<file path="config.mk">
export PLATFORM = sky130hd
export DESIGN_NAME = bsc_core
export DESIGN_NICKNAME = d
export VERILOG_FILES = /design/src/bsc_pkg.sv /design/src/bsc_stack.sv /design/src/bsc_core.sv
export SDC_FILE = /design/constraint.sdc
export NUM_CORES = 1
export LEC_CHECK = 0
export ABC_AREA = 0
export BUFFER_PORTS_ARGS = -buffer_cell sky130_fd_sc_hd__buf_2
export CAP_MARGIN = 20
export CORE_UTILIZATION = 42
export DETAILED_ROUTE_END_ITERATION = 10
export PLACE_DENSITY = 0.76
export RECOVER_POWER = 25
export SYNTH_ARGS = -nofsm -noshare
export SYNTH_HDL_FRONTEND = slang
export SYNTH_SLANG_ARGS = --single-unit
</file>
<file path="constraint.sdc">
create_clock -name ref_clk_i -period 1.6 [get_ports ref_clk_i]
set_input_delay 0.08 -clock ref_clk_i [delete_from_list [all_inputs] [get_ports ref_clk_i]]
set_output_delay 0.08 -clock ref_clk_i [all_outputs]
set_load 0.03 [all_outputs]
</file>
<file path="src/bsc_pkg.sv">
package bsc_pkg;
  localparam int INSN_W = 14;
  localparam int PC_W = 13;
  localparam int DATA_W = 8;
  localparam int FADDR_W = 7;
  localparam int STACK_DEPTH = 8;
  // Opcode match patterns
  localparam logic [3:0] OPC_SKIP_CLR = 4'h6;
  localparam logic [3:0] OPC_SKIP_SET = 4'h7;
  localparam logic [2:0] OPC_CALL = 3'h4;
  localparam logic [6:0] OPC_CLR_FILE = 7'h03;
  localparam logic [13:0] OPC_CLR_ACC = 14'h0103;
  localparam logic [5:0] OPC_INVERT = 6'h09;
  // Field positions
  localparam int BIT_SEL_LSB = 7;
  localparam int DEST_BIT = 7;
  localparam int KADDR_W = 11;
  localparam int LATCH_HI_LSB = 3;
  localparam logic [7:0] ZERO_BYTE = 8'h00;
  localparam logic [12:0] PC_RESET = 13'h0000;
  localparam logic [13:0] NO_OPERATION = 14'h0000;
endpackage

</file>
<file path="src/bsc_stack.sv">
`timescale 1ns/1ps
module bsc_stack #(
  parameter int WIDTH = 13,
  parameter int DEPTH = 8
) (
  input wire logic ref_clk_i,
  input wire logic rst_i,
  // Push
  input wire logic push_i,
  input wire logic [WIDTH-1:0] push_data_i,
  // Stack top
  output logic [WIDTH-1:0] top_o
);
  initial begin
    if (DEPTH < 2 || WIDTH < 1) begin
      $error("bsc_stack: bad parameters");
    end
  end

  logic [WIDTH-1:0] mem [DEPTH];
  logic [$clog2(DEPTH)-1:0] ptr;

  // Circular stack: overflow overwrites the oldest entry, no error raised
  always_ff @(posedge ref_clk_i) begin
    if (rst_i) begin
      ptr <= '0;
    end else if (push_i) begin
      ptr <= ptr + 1'b1;
    end
  end

  always_ff @(posedge ref_clk_i) begin
    if (push_i) begin
      mem[ptr] <= push_data_i;
    end
  end

  always_ff @(posedge ref_clk_i) begin
    if (rst_i) begin
      top_o <= '0;
    end else if (push_i) begin
      top_o <= push_data_i;
    end
  end
endmodule

</file>
<file path="src/bsc_core.sv">
// What this block does
// - Skip-if-set tests the selected bit of the file register, skipping on one.
// - A taken skip discards the fetched word and runs a no-operation, two cycles.
// - A call pushes the program counter plus one onto the return stack.
// - A call loads PC 10..0 from the immediate and PC 12..11 from latch bits 4..3.
// - A call is one word, two cycles, and changes no flag.
// - Clear-file writes 00h to the file register and sets zero in one cycle.
// - Clear-accumulator has a fixed encoding, zeroes the accumulator, sets zero.
// - Invert complements the file register, updates zero, and picks destination.
// - With destination zero only the accumulator gets the inverted value.
// - Skip-if-clear skips when the selected bit of the file register is zero.
`timescale 1ns/1ps
module bsc_core #(
  parameter int STACK_DEPTH = bsc_pkg::STACK_DEPTH
) (
  input wire logic ref_clk_i,
  input wire logic rst_i,
  // Instruction fetch
  input wire logic [bsc_pkg::INSN_W-1:0] insn_i,
  input wire logic insn_valid_i,
  input wire logic [bsc_pkg::PC_W-1:0] pc_i,
  input wire logic [bsc_pkg::DATA_W-1:0] upper_program_latch_i,
  // File register read port
  output logic [bsc_pkg::FADDR_W-1:0] file_addr_o,
  input wire logic [bsc_pkg::DATA_W-1:0] file_rdata_i,
  // File register write
  output logic file_we_o,
  output logic [bsc_pkg::FADDR_W-1:0] file_waddr_o,
  output logic [bsc_pkg::DATA_W-1:0] file_wdata_o,
  // Accumulator and zero flag
  output logic [bsc_pkg::DATA_W-1:0] acc_o,
  output logic zero_flag_o,
  // Program flow
  output logic pc_load_o,
  output logic [bsc_pkg::PC_W-1:0] pc_target_o,
  output logic flush_o,
  output logic busy_o,
  output logic [bsc_pkg::PC_W-1:0] stack_top_entry_o
);
  initial begin
    if (STACK_DEPTH < 2) begin
      $error("bsc_core: stack depth too small");
    end
  end

  typedef enum logic [1:0] {
    BSC_EXEC,
    BSC_SKIP_NOP,
    BSC_CALL_2ND
  } bsc_state_t;

  bsc_state_t state;
  bsc_state_t next_state;

  logic executing;
  logic is_skip_set;
  logic is_skip_clr;
  logic is_call;
  logic is_clr_file;
  logic is_clr_acc;
  logic is_invert;
  logic sel_bit;
  logic skip_taken;
  logic [bsc_pkg::DATA_W-1:0] inverted;
  logic invert_to_file;
  logic push;
  logic [bsc_pkg::PC_W-1:0] ret_addr;

  // Fetch slot consumed by a skip or call is not decoded
  assign executing = insn_valid_i && (state == BSC_EXEC);

  assign is_skip_set = executing && (insn_i[13:10] == bsc_pkg::OPC_SKIP_SET);
  assign is_skip_clr = executing && (insn_i[13:10] == bsc_pkg::OPC_SKIP_CLR);
  assign is_call = executing && (insn_i[13:11] == bsc_pkg::OPC_CALL);
  assign is_clr_file = executing && (insn_i[13:7] == bsc_pkg::OPC_CLR_FILE);
  assign is_clr_acc = executing && (insn_i == bsc_pkg::OPC_CLR_ACC);
  assign is_invert = executing && (insn_i[13:8] == bsc_pkg::OPC_INVERT);

  // Read port is combinational toward the file; data comes back same cycle
  assign file_addr_o = insn_i[bsc_pkg::FADDR_W-1:0];
  assign sel_bit = file_rdata_i[insn_i[bsc_pkg::BIT_SEL_LSB +: 3]];

  assign skip_taken = (is_skip_set && sel_bit)
    || (is_skip_clr && !sel_bit);

  assign inverted = ~file_rdata_i;
  assign invert_to_file = is_invert && insn_i[bsc_pkg::DEST_BIT];

  assign ret_addr = pc_i + 1'b1;
  assign push = is_call;

  always_comb begin
    next_state = state;
    case (state)
      BSC_EXEC: begin
        if (skip_taken) begin
          next_state = BSC_SKIP_NOP;
        end else if (is_call) begin
          next_state = BSC_CALL_2ND;
        end
      end
      BSC_SKIP_NOP: begin
        if (insn_valid_i) begin
          next_state = BSC_EXEC;
        end
      end
      BSC_CALL_2ND: begin
        if (insn_valid_i) begin
          next_state = BSC_EXEC;
        end
      end
      default: begin
        next_state = BSC_EXEC;
      end
    endcase
  end

  always_ff @(posedge ref_clk_i) begin
    if (rst_i) begin
      state <= BSC_EXEC;
    end else begin
      state <= next_state;
    end
  end

  // Second cycle of skip/call holds off the fetcher
  assign busy_o = (state != BSC_EXEC);

  always_ff @(posedge ref_clk_i) begin
    if (rst_i) begin
      flush_o <= 1'b0;
    end else begin
      flush_o <= skip_taken || is_call;
    end
  end

  always_ff @(posedge ref_clk_i) begin
    if (rst_i) begin
      pc_load_o <= 1'b0;
      pc_target_o <= bsc_pkg::PC_RESET;
    end else begin
      pc_load_o <= is_call;
      if (is_call) begin
        pc_target_o <= {upper_program_latch_i[bsc_pkg::LATCH_HI_LSB +: 2],
          insn_i[bsc_pkg::KADDR_W-1:0]};
      end
    end
  end

  bsc_stack #(
    .WIDTH(bsc_pkg::PC_W),
    .DEPTH(STACK_DEPTH)
  ) u_stack (
    .ref_clk_i(ref_clk_i),
    .rst_i(rst_i),
    .push_i(push),
    .push_data_i(ret_addr),
    .top_o(stack_top_entry_o)
  );

  always_ff @(posedge ref_clk_i) begin
    if (rst_i) begin
      file_we_o <= 1'b0;
      file_waddr_o <= '0;
      file_wdata_o <= bsc_pkg::ZERO_BYTE;
    end else begin
      file_we_o <= is_clr_file || invert_to_file;
      file_waddr_o <= insn_i[bsc_pkg::FADDR_W-1:0];
      if (is_clr_file) begin
        file_wdata_o <= bsc_pkg::ZERO_BYTE;
      end else if (invert_to_file) begin
        file_wdata_o <= inverted;
      end
    end
  end

  always_ff @(posedge ref_clk_i) begin
    if (rst_i) begin
      acc_o <= bsc_pkg::ZERO_BYTE;
    end else if (is_clr_acc) begin
      acc_o <= bsc_pkg::ZERO_BYTE;
    end else if (is_invert && !insn_i[bsc_pkg::DEST_BIT]) begin
      acc_o <= inverted;
    end
  end

  // Call and skips leave the flag alone
  always_ff @(posedge ref_clk_i) begin
    if (rst_i) begin
      zero_flag_o <= 1'b0;
    end else if (is_clr_file || is_clr_acc) begin
      zero_flag_o <= 1'b1;
    end else if (is_invert) begin
      zero_flag_o <= (inverted == bsc_pkg::ZERO_BYTE);
    end
  end
endmodule

</file>
==> flow_summary.ini, run 1 <==
[run_status]
outcome = complete, no violations

[worst_setup_path]
max_stage_delay_ns = 0.33
r2r_start = state[1]
cp.required_ns = 1.80
r2r-end = acc_o[1]
r2r_slack_ns = 0.05
end_kind = flip-flop
worstPathArrival_ns = 1.75
cp_max_fo = 8
cpMostUsedCell = buf_4
path_cells = inv_2 -> ha_4 -> nand3b_1 -> buf_4 -> nor4_4 -> buf_4 -> buf_12 -> nand2_1 -> o211a_1
crit_type = flip-flop to flip-flop
critPathLaunchType = flip-flop
rr_worst_depth = 9
slowest_stage = dfxtp_2

[final_layout]
nFillCells = 503
finalNonFillerCells = 426
final_common_cell = buf_2
final_cell_mix = 82 x buf_2, 53 x dfxtp_1, 45 x nand2_1
diodes = 0
utilization_pct = 58.7
drive_gt1_share_pct = 33.4
fin_nets = 404
area_delta_synth_final_pct = 30.4

[power]
p_clk_share_pct = 29.8
p_seq_share_pct = 55.1
netSwitchingFraction_pct = 26.6
p_comb_share_pct = 15.1
p_leak_nw = 1.52
power_density_mw_per_mm2 = 829
peakVddDrop_mv = 0.573
p_switching_uw = 682
intPower_mw = 1.88

[placement]
gp_congestion = 0.802
dpl.cell_count = 415
io_buffer_count = 100
hpwlAfterDp_um = 4090

[min_path]
holdPathStages = 3
worstHoldStart = upper_program_latch_i[4]
holdPathEnd = pc_target_o[12]
hold_class = input port to flip-flop

[yosys]
synth_top_area_cell = dfxtp_1
synthTopCellsByArea = dfxtp_1 46%, nand2_1 7.4%, o211a_1 7.2%
synth_top_area_share_pct = 46.4
syn_inst = 253
synth.distinct_cells = 40
synth_seq_cells = 55
synth_area_mm2 = 0.00237
synth-warning-count = 0
synth_seq_area_share_pct = 46.4
synth_nets = 301
synth.avg_cell_area_um2 = 9.38

[sta]
tightest_slew_ns = 0.528
fin_crit_ns = 1.55
period_share_pct = 96.9
rsz0062_at_grt = yes
hold_viol_final = 0
clock.fmax_mhz = 645
maxSlewViolCount = 0
final.setup_skew_ns = 0.00673
setup_violations = 0
max_slew_margin_pct = 64.8

[floorplanning]
dieArea_mm2 = 0.00595
die_w_um = 77.2
dieHeight_um = 77.2
start_util_pct = 45.0
ios = 107
design.core.area_mm2 = 0.00527
rows = 26

[route]
drc = 0
ant_nets = 0
wl_per_cell_um = 13.2
wirelength_um = 5600
via_count = 2163
vias_per_cell = 5.08
dr.first_iter.drc_count = 80
firstDrtPassIters = 4

[clock_tree]
numCtsBuffers = 5
cts_max_level = 2
clock_sinks = 55
insertion_delay_ns = 0.30
cts_tree = yes
cts-root-buf = clkbuf_8
clk_path_buf_depth = 2
clk_pin_slew_ns = 0.10

[grt]
track_usage_pct = 18.6
grt_pass1_wl_um = 8870
overflow = 0
grt_start_max_net_pins = 29
grt_pass1_vias = 1979
antenna_found_initial = 0

[job]
drv_cap = 0
==> power by group through the flow <==
stage / registers, mW / clock network (mW) / logic [mW]
4_1_cts: 1.41 / 0.780 / 0.387
3_3_place_gp: 1.44 / 0 / 0.379
2_1_floorplan: 1.51 / 0 / 0.175
5_1_grt: 1.42 / 0.837 / 0.416
6_report: 1.41 / 0.764 / 0.386
3_5_place_dp: 1.44 / 0 / 0.384
==> routing by layer <==
layer / global-route usage [%] / wire, µm
met1: 22.8 / 2560
met4: 6.23 / 64
met5: 0 / 0
met3: 4.40 / 330
met2: 31.6 / 2650
==> layout make-up <==
class / instances / area (µm²) / share of cell area, %
well taps: 70 / 87.6 / 2.83
flip-flops and latches: 55 / 1100 / 35.7
inverters: 7 / 26.3 / 0.850
multi-input cells: 171 / 1140 / 37.0
clock inverters: 1 / 5.00 / 0.162
clock buffers: 6 / 82.6 / 2.67
repair buffers: 116 / 643 / 20.8
==> Yosys cell counts, drive strengths merged <==
cell type	n
dfxtp	55
nand2	47
a21oi	17
o211a	17
nor2	15
a211oi	13
buf	12
xor2	9
clkbuf	8
inv	7
nor2b	7
nand3	6
nand4	6
nor4	5
and4	4
and2	2
and3	2
ha	2
mux4	2
xnor2	2
a211o	1
a31oi	1
and4b	1
mux2i	1
nand2b	1
nand3b	1
nand4b	1
nor3	1
nor3b	1
nor4b	1
o211ai	1
o21ai	1
o21bai	1
o31ai	1
or4b	1
==> stage by stage <==
step | total power [mW] | instance area (µm²) | TNS (ns) | hold WS [ns] | setup WS [ns]
floorplan | 1.68 | 2380 | 0 | 0.176 | 0.00249
finish | 2.56 | 3090 | 0 | 0.00786 | 0.0500
detailed placement | 1.83 | 2960 | -0.276 | 0.297 | -0.0459
global route | 2.67 | 3090 | -0.605 | 0.0201 | -0.0704
global placement | 1.82 | 2960 | -0.0904 | 0.294 | -0.0133
CTS | 2.58 | 3060 | -0.164 | 0.00179 | -0.0324
==> worst max path at each step <==
| stage | startpoint | endpoint | slack, ns |
|---|---|---|---|
| 5_1_grt | state[1] | acc_o[1] | -0.07 |
| 2_1_floorplan | state[0] | acc_o[6] | 0.002 |
| 6_report | state[1] | acc_o[1] | 0.05 |
| 3_3_place_gp | state[0] | acc_o[6] | -0.01 |
| 3_5_place_dp | state[0] | acc_o[1] | -0.05 |
| 4_1_cts | state[0] | acc_o[1] | -0.03 |
==> logic make-up after synthesis <==
| group | share of synthesized area [%] |
|---|---|
| xor+xnor | 4.06 |
| compound gates | 16.7 |
| mux | 2.85 |
| simple gates | 22.5 |
| fa+ha+maj | 1.05 |
| flops | 46.4 |
| buf+inv | 6.49 |
==> critical path: cells and delay by family (launching register included) <==
| family | cells | cell delay [ns] |
|---|---|---|
| adders and majority gates | 1 | 0.13 |
| buffers and inverters | 4 | 0.55 |
| and+or+nand+nor | 3 | 0.32 |
| DFF | 1 | 0.33 |
| AOI/OAI and AO/OA | 1 | 0.12 |
==> sequential cells by signal, summed over array words and instances (netlist names) <==
name	count
state	2
pc_target_o	13
u_stack.top_o	13
file_waddr_o	7
file_wdata_o	8
acc_o	8
flush_o	1
zero_flag_o	1
pc_load_o	1
file_we_o	1
==> timing repair <==
action                                  CTS  global route
endpoints found under the setup margin   16            16
resized for setup                         1             7
endpoints found under the hold margin     1             0
gates cloned                              0             1
pin swaps                                 1             3
setup buffers                             0             2
hold buffers                              1             0
Note: power is estimated with default switching activity, not from simulation.
==> run 2: changes to the inputs <==
- PLACE_DENSITY: 0.76 -> not set
- PLACE_DENSITY_LB_ADDON: not set -> 0.25
==> run 2 against run 1 <==
Against the previous run:
- design area rose by 0.57%
- first-iteration DRC count rose by 19%
- highest routed layer unchanged
- maximum frequency rose by 4.4%
- routed wire length increased by 2.0%
- cell count is the same
- via count hardly changed
==> flow_summary.ini, run 2 (same netlist as run 1, synthesis figures left out) <==
[power]
p_leak_nw = 1.50
power_density_mw_per_mm2 = 817
peakVddDrop_mv = 0.507

[clock_tree]
cts-root-buf = clkbuf_8
clk_path_buf_depth = 2
cts_max_level = 2
insertion_delay_ns = 0.30
clk_pin_slew_ns = 0.09
cts_tree = yes
clock_sinks = 55
numCtsBuffers = 5

[min_path]
worstHoldStart = upper_program_latch_i[4]
holdPathEnd = pc_target_o[12]
holdPathStages = 3
hold_class = input port to flip-flop

[sta]
fin_crit_ns = 1.48
period_share_pct = 92.8
hold_viol_final = 0
tightest_slew_ns = 1.40
maxSlewViolCount = 0
rsz0062_at_grt = no
max_slew_margin_pct = 6.66
clock.fmax_mhz = 674
final.setup.worst_slack_ns = 0.116
setup_violations = 0
final.setup_skew_ns = 0.00995

[worst_setup_path]
r2r_slack_ns = 0.12
end_kind = flip-flop
r2r-end = file_wdata_o[3]
crit_type = flip-flop to flip-flop
rr_worst_depth = 9
cp.required_ns = 1.79
worstPathArrival_ns = 1.68
r2r_start = state[1]
cp_max_fo = 8
critPathLaunchType = flip-flop

[floorplanning]
ios = 107
rows = 26
start_util_pct = 45.0
die_w_um = 77.2
dieHeight_um = 77.2
design.core.area_mm2 = 0.00527
dieArea_mm2 = 0.00595

[route]
wirelength_um = 5720
dr.first_iter.drc_count = 95
drc = 0
wl_per_cell_um = 13.4
vias_per_cell = 5.07
via_count = 2161
ant_nets = 0
firstDrtPassIters = 4

[grt]
grt_pass1_wl_um = 9160
grt_pass1_vias = 2023
track_usage_pct = 19.1
overflow = 0
grt_start_max_net_pins = 30
antenna_found_initial = 0

[placement]
place_ws_ns = -0.0795
io_buffer_count = 100
gp_congestion = 0.828
hpwlAfterDp_um = 4190
dpl.cell_count = 414

[run_status]
outcome = complete, no violations

[final_layout]
utilization_pct = 59.0
top_regs = pc_target_o: 13 flops, u_stack.top_o: 13 flops
fin_nets = 403
final_common_cell = buf_2
finalNonFillerCells = 426
area_delta_synth_final_pct = 31.1
nFillCells = 529
drive_gt1_share_pct = 30.9
final_cell_mix = 77 x buf_2, 55 x dfxtp_1, 47 x nand2_1
diodes = 0

[job]
drv_cap = 0
## run 2: cell types whose count changed in the layout (fill, tap and decap cells not counted), sizes merged
| cell | before | now |
|---|---|---|
| buf | 96 | 89 |
| clkbuf | 25 | 29 |
| dlygate4sd3 | 1 | 2 |
| clkinv | 1 | 3 |
## run 2: per-stage QoR
stage               TNS [ns]  total power, mW  cell area (µm²)  hold slack (ns)
CTS                        0             2.57             3080          0.00593
detailed placement    -0.545             1.83             2960            0.305
global placement      -0.456             1.82             2960            0.299
floorplan                  0             1.68             2380            0.176
global route               0             2.67             3110           0.0210
finish                     0             2.54             3110           0.0109
## run 2: worst max path at each step
stage	start	endpoint	slack (ns)	depth (start not counted)
6_report	state[1]	file_wdata_o[3]	0.12	9
5_1_grt	state[1]	file_wdata_o[3]	0.03	9
4_1_cts	state[0]	file_wdata_o[3]	0.004	8
3_5_place_dp	state[0]	acc_o[7]	-0.08	7
3_3_place_gp	state[0]	acc_o[0]	-0.06	7
2_1_floorplan	state[0]	acc_o[6]	0.002	7
## run 2: per-layer routing
metal,vias to the layer above,GRT usage (%),share of wire (%)
li1,1094,-,-
met1,991,23.5,47
met2,71,32.6,46
met3,5,5.24,6.6
met4,0,4.91,0.49
met5,-,0,0
## run 2: cell type report
class / instances / area, µm² / area share, %
Multi-Input combinational cell: 171 / 1160 / 37.4
Tap cell: 70 / 87.6 / 2.82
Inverter: 7 / 26.3 / 0.845
Clock inverter: 3 / 15.0 / 0.483
Timing Repair Buffer: 115 / 648 / 20.8
Sequential cell: 55 / 1100 / 35.4
Clock buffer: 5 / 68.8 / 2.21
## run 2: what timing repair did
action | in CTS | in global routing
resized for setup | 3 | 6
endpoints found under the hold margin | 2 | 0
pin swaps | 0 | 3
cloned | 0 | 1
endpoints found under the setup margin | 16 | 17
hold buffers | 2 | 0
buffers inserted | 0 | 1
## run 2: worst max-delay path, stage by stage (launching register included)
cell	delay, ns
dfxtp_1	0.32
inv_2	0.07
ha_4	0.14
nand3b_1	0.10
buf_6	0.16
nor4_4	0.12
buf_4	0.18
buf_12	0.12
nand2_1	0.06
o211a_1	0.13
## run 2: where the power goes
| part | internal (mW) | total (mW) | switching, mW |
|---|---|---|---|
| Clock | 0.301 | 0.734 | 0.433 |
| Combinational | 0.142 | 0.394 | 0.252 |
| Sequential | 1.40 | 1.41 | 0.0130 |
| Total | 1.84 | 2.54 | 0.699 |
==> run 3: changes to the inputs <==
- GPL_TIMING_DRIVEN: not set -> 0
- REMOVE_ABC_BUFFERS: not set -> 1
==> run 3 against run 2 <==
Against the previous run:
- the flow now finishes with violations (negative setup slack)
- critical path type unchanged
- via count up 1.4%
- first-iteration DRC count down 12%
- critical endpoint is now acc_o[6]
- maximum frequency down 10%
- power up 8.3%
- flip-flop and latch count unchanged
- die area unchanged
- utilization up 1.2 points
- count of clock-buffer cells in the layout up 1
- clock power up 28%
- design area up 2.1%
- routed wire length up 1.9%
==> flow_summary.ini, run 3 (same netlist as run 1, synthesis figures left out) <==
[clock_tree]
cts_max_level = 2
insertion_delay_ns = 0.30
clk_pin_slew_ns = 0.10
cts_tree = yes
clk_path_buf_depth = 2
numCtsBuffers = 5
cts-root-buf = clkbuf_8
clock_sinks = 55

[floorplanning]
design.core.area_mm2 = 0.00527
die_w_um = 77.2
ios = 107
dieArea_mm2 = 0.00595
dieHeight_um = 77.2
rows = 26
start_util_pct = 45.0

[placement]
hpwlAfterDp_um = 3940
gp_congestion = 0.794
dpl.cell_count = 404
io_buffer_count = 100

[sta]
clock.fmax_mhz = 605
setup_violations = 8
tightest_slew_ns = 0.897
maxSlewViolCount = 0
final.setup.worst_slack_ns = -0.0520
period_share_pct = 103
max_slew_margin_pct = 40.2
rsz0062_at_grt = yes
fin_crit_ns = 1.65
hold_viol_final = 0
final.setup_skew_ns = 0.00911

[grt]
track_usage_pct = 17.8
grt_pass1_vias = 1826
overflow = 0
antenna_found_initial = 0
grt_pass1_wl_um = 8510
grt_start_max_net_pins = 42

[worst_setup_path]
cp_max_fo = 8
worstPathArrival_ns = 1.85
critPathBufInv = 4
cpLargestDelayFamily = buffers and inverters
slowest_stage = dfxtp_1
end_kind = flip-flop
cp.required_ns = 1.80
crit_type = flip-flop to flip-flop
path_cells = inv_2 -> ha_4 -> nand3b_1 -> buf_6 -> nor4_4 -> buf_4 -> buf_12 -> nand2_1 -> o211a_1
critPathLaunchType = flip-flop
max_stage_delay_ns = 0.33

[power]
p_clk_share_pct = 34.2
p_switching_uw = 703
p_comb_share_pct = 14.5
netSwitchingFraction_pct = 25.5
peakVddDrop_mv = 0.469
intPower_mw = 2.05
p_leak_nw = 1.54
power_density_mw_per_mm2 = 867
p_seq_share_pct = 51.4
totalPowerFinal_mw = 2.75

[final_layout]
top_regs = pc_target_o: 13 flops, u_stack.top_o: 13 flops
final_cell_mix = 80 x buf_2, 54 x dfxtp_1, 41 x nand2_1
drive_gt1_share_pct = 34.9
diodes = 0
finalNonFillerCells = 428
final_common_cell = buf_2
area_delta_synth_final_pct = 33.8
fin_nets = 405

[route]
wl_per_cell_um = 13.6
dr.first_iter.drc_count = 84
via_count = 2192
ant_nets = 0
drc = 0
wirelength_um = 5830
vias_per_cell = 5.12
firstDrtPassIters = 4

[job]
drv_cap = 0

[run_status]
failed_checks = negative setup slack
outcome = complete, but fails checks

[min_path]
hold_class = input port to flip-flop
run 3: cell count changes in the layout (fill, tap and decap cells not counted), moves of 2 or more:
cell,change
nand2_1,-6
nand2_2,+6
clkbuf_1,-4
buf_2,+3
clkinv_2,-2
run 3: final timing paths:
kind,startpoint,to,slack (ns),depth (start not counted)
worst max-delay path,state[1],acc_o[6],-0.05,9
worst max register to register,state[1],acc_o[6],-0.05,9
worst min register to register,zero_flag_o,zero_flag_o,0.46,2
worst min-delay path,upper_program_latch_i[3],pc_target_o[11],0.009,3
run 3: final cells by class:
cell class              count  area (µm²)
inverters                   7        26.3
clock buffers               6        82.6
clock inverters             2        35.0
fillers                   517        2100
flip-flops and latches     55        1100
repair buffers            116         656
well taps                  70        87.6
multi-input cells         172        1180
run 3: through the flow:
stage	cell area, µm²	utilization, %	setup WS [ns]	hold slack (ns)	setup TNS, ns
2_1_floorplan	2240	-	-0.164	0.149	-1.97
3_3_place_gp	2830	53.8	-0.575	0.294	-16.75
3_5_place_dp	2850	54.0	-0.354	0.303	-9.89
4_1_cts	3080	58.4	0.00892	0.00449	0
5_1_grt	3170	60.2	-0.109	0.00909	-0.949
6_report	3170	60.2	-0.0520	0.00878	-0.389
run 3: worst min-delay path, delay by kind of cell:
family / cells / cell delay, ns
simple gates: 1 / 0.04
compound gates: 1 / 0.05
buf+inv: 1 / 0.09
run 3: timing repair:
item	4_1_cts	5_1_grt
endpoints found under the hold margin	1	1
gates cloned	0	2
buffers inserted	7	5
hold buffers	1	1
endpoints found under the setup margin	46	24
resized for setup	6	13
pin swaps	4	5
run 3: power groups by stage:
| stage | Clock, mW | Sequential, mW | Combinational, mW |
|---|---|---|---|
| floorplan | 0 | 1.51 | 0.120 |
| global placement | 0 | 1.44 | 0.360 |
| detailed placement | 0 | 1.44 | 0.365 |
| CTS | 0.969 | 1.41 | 0.382 |
| global route | 1.03 | 1.42 | 0.426 |
| finish | 0.941 | 1.41 | 0.398 |
run 3: metal layers:
layer	vias up	GRT usage, %	share of wire (%)
li1	1102	-	-
met1	1026	22.7	48
met2	60	29.9	47
met3	4	3.57	4.2
met4	0	5.66	0.88
met5	-	0	0
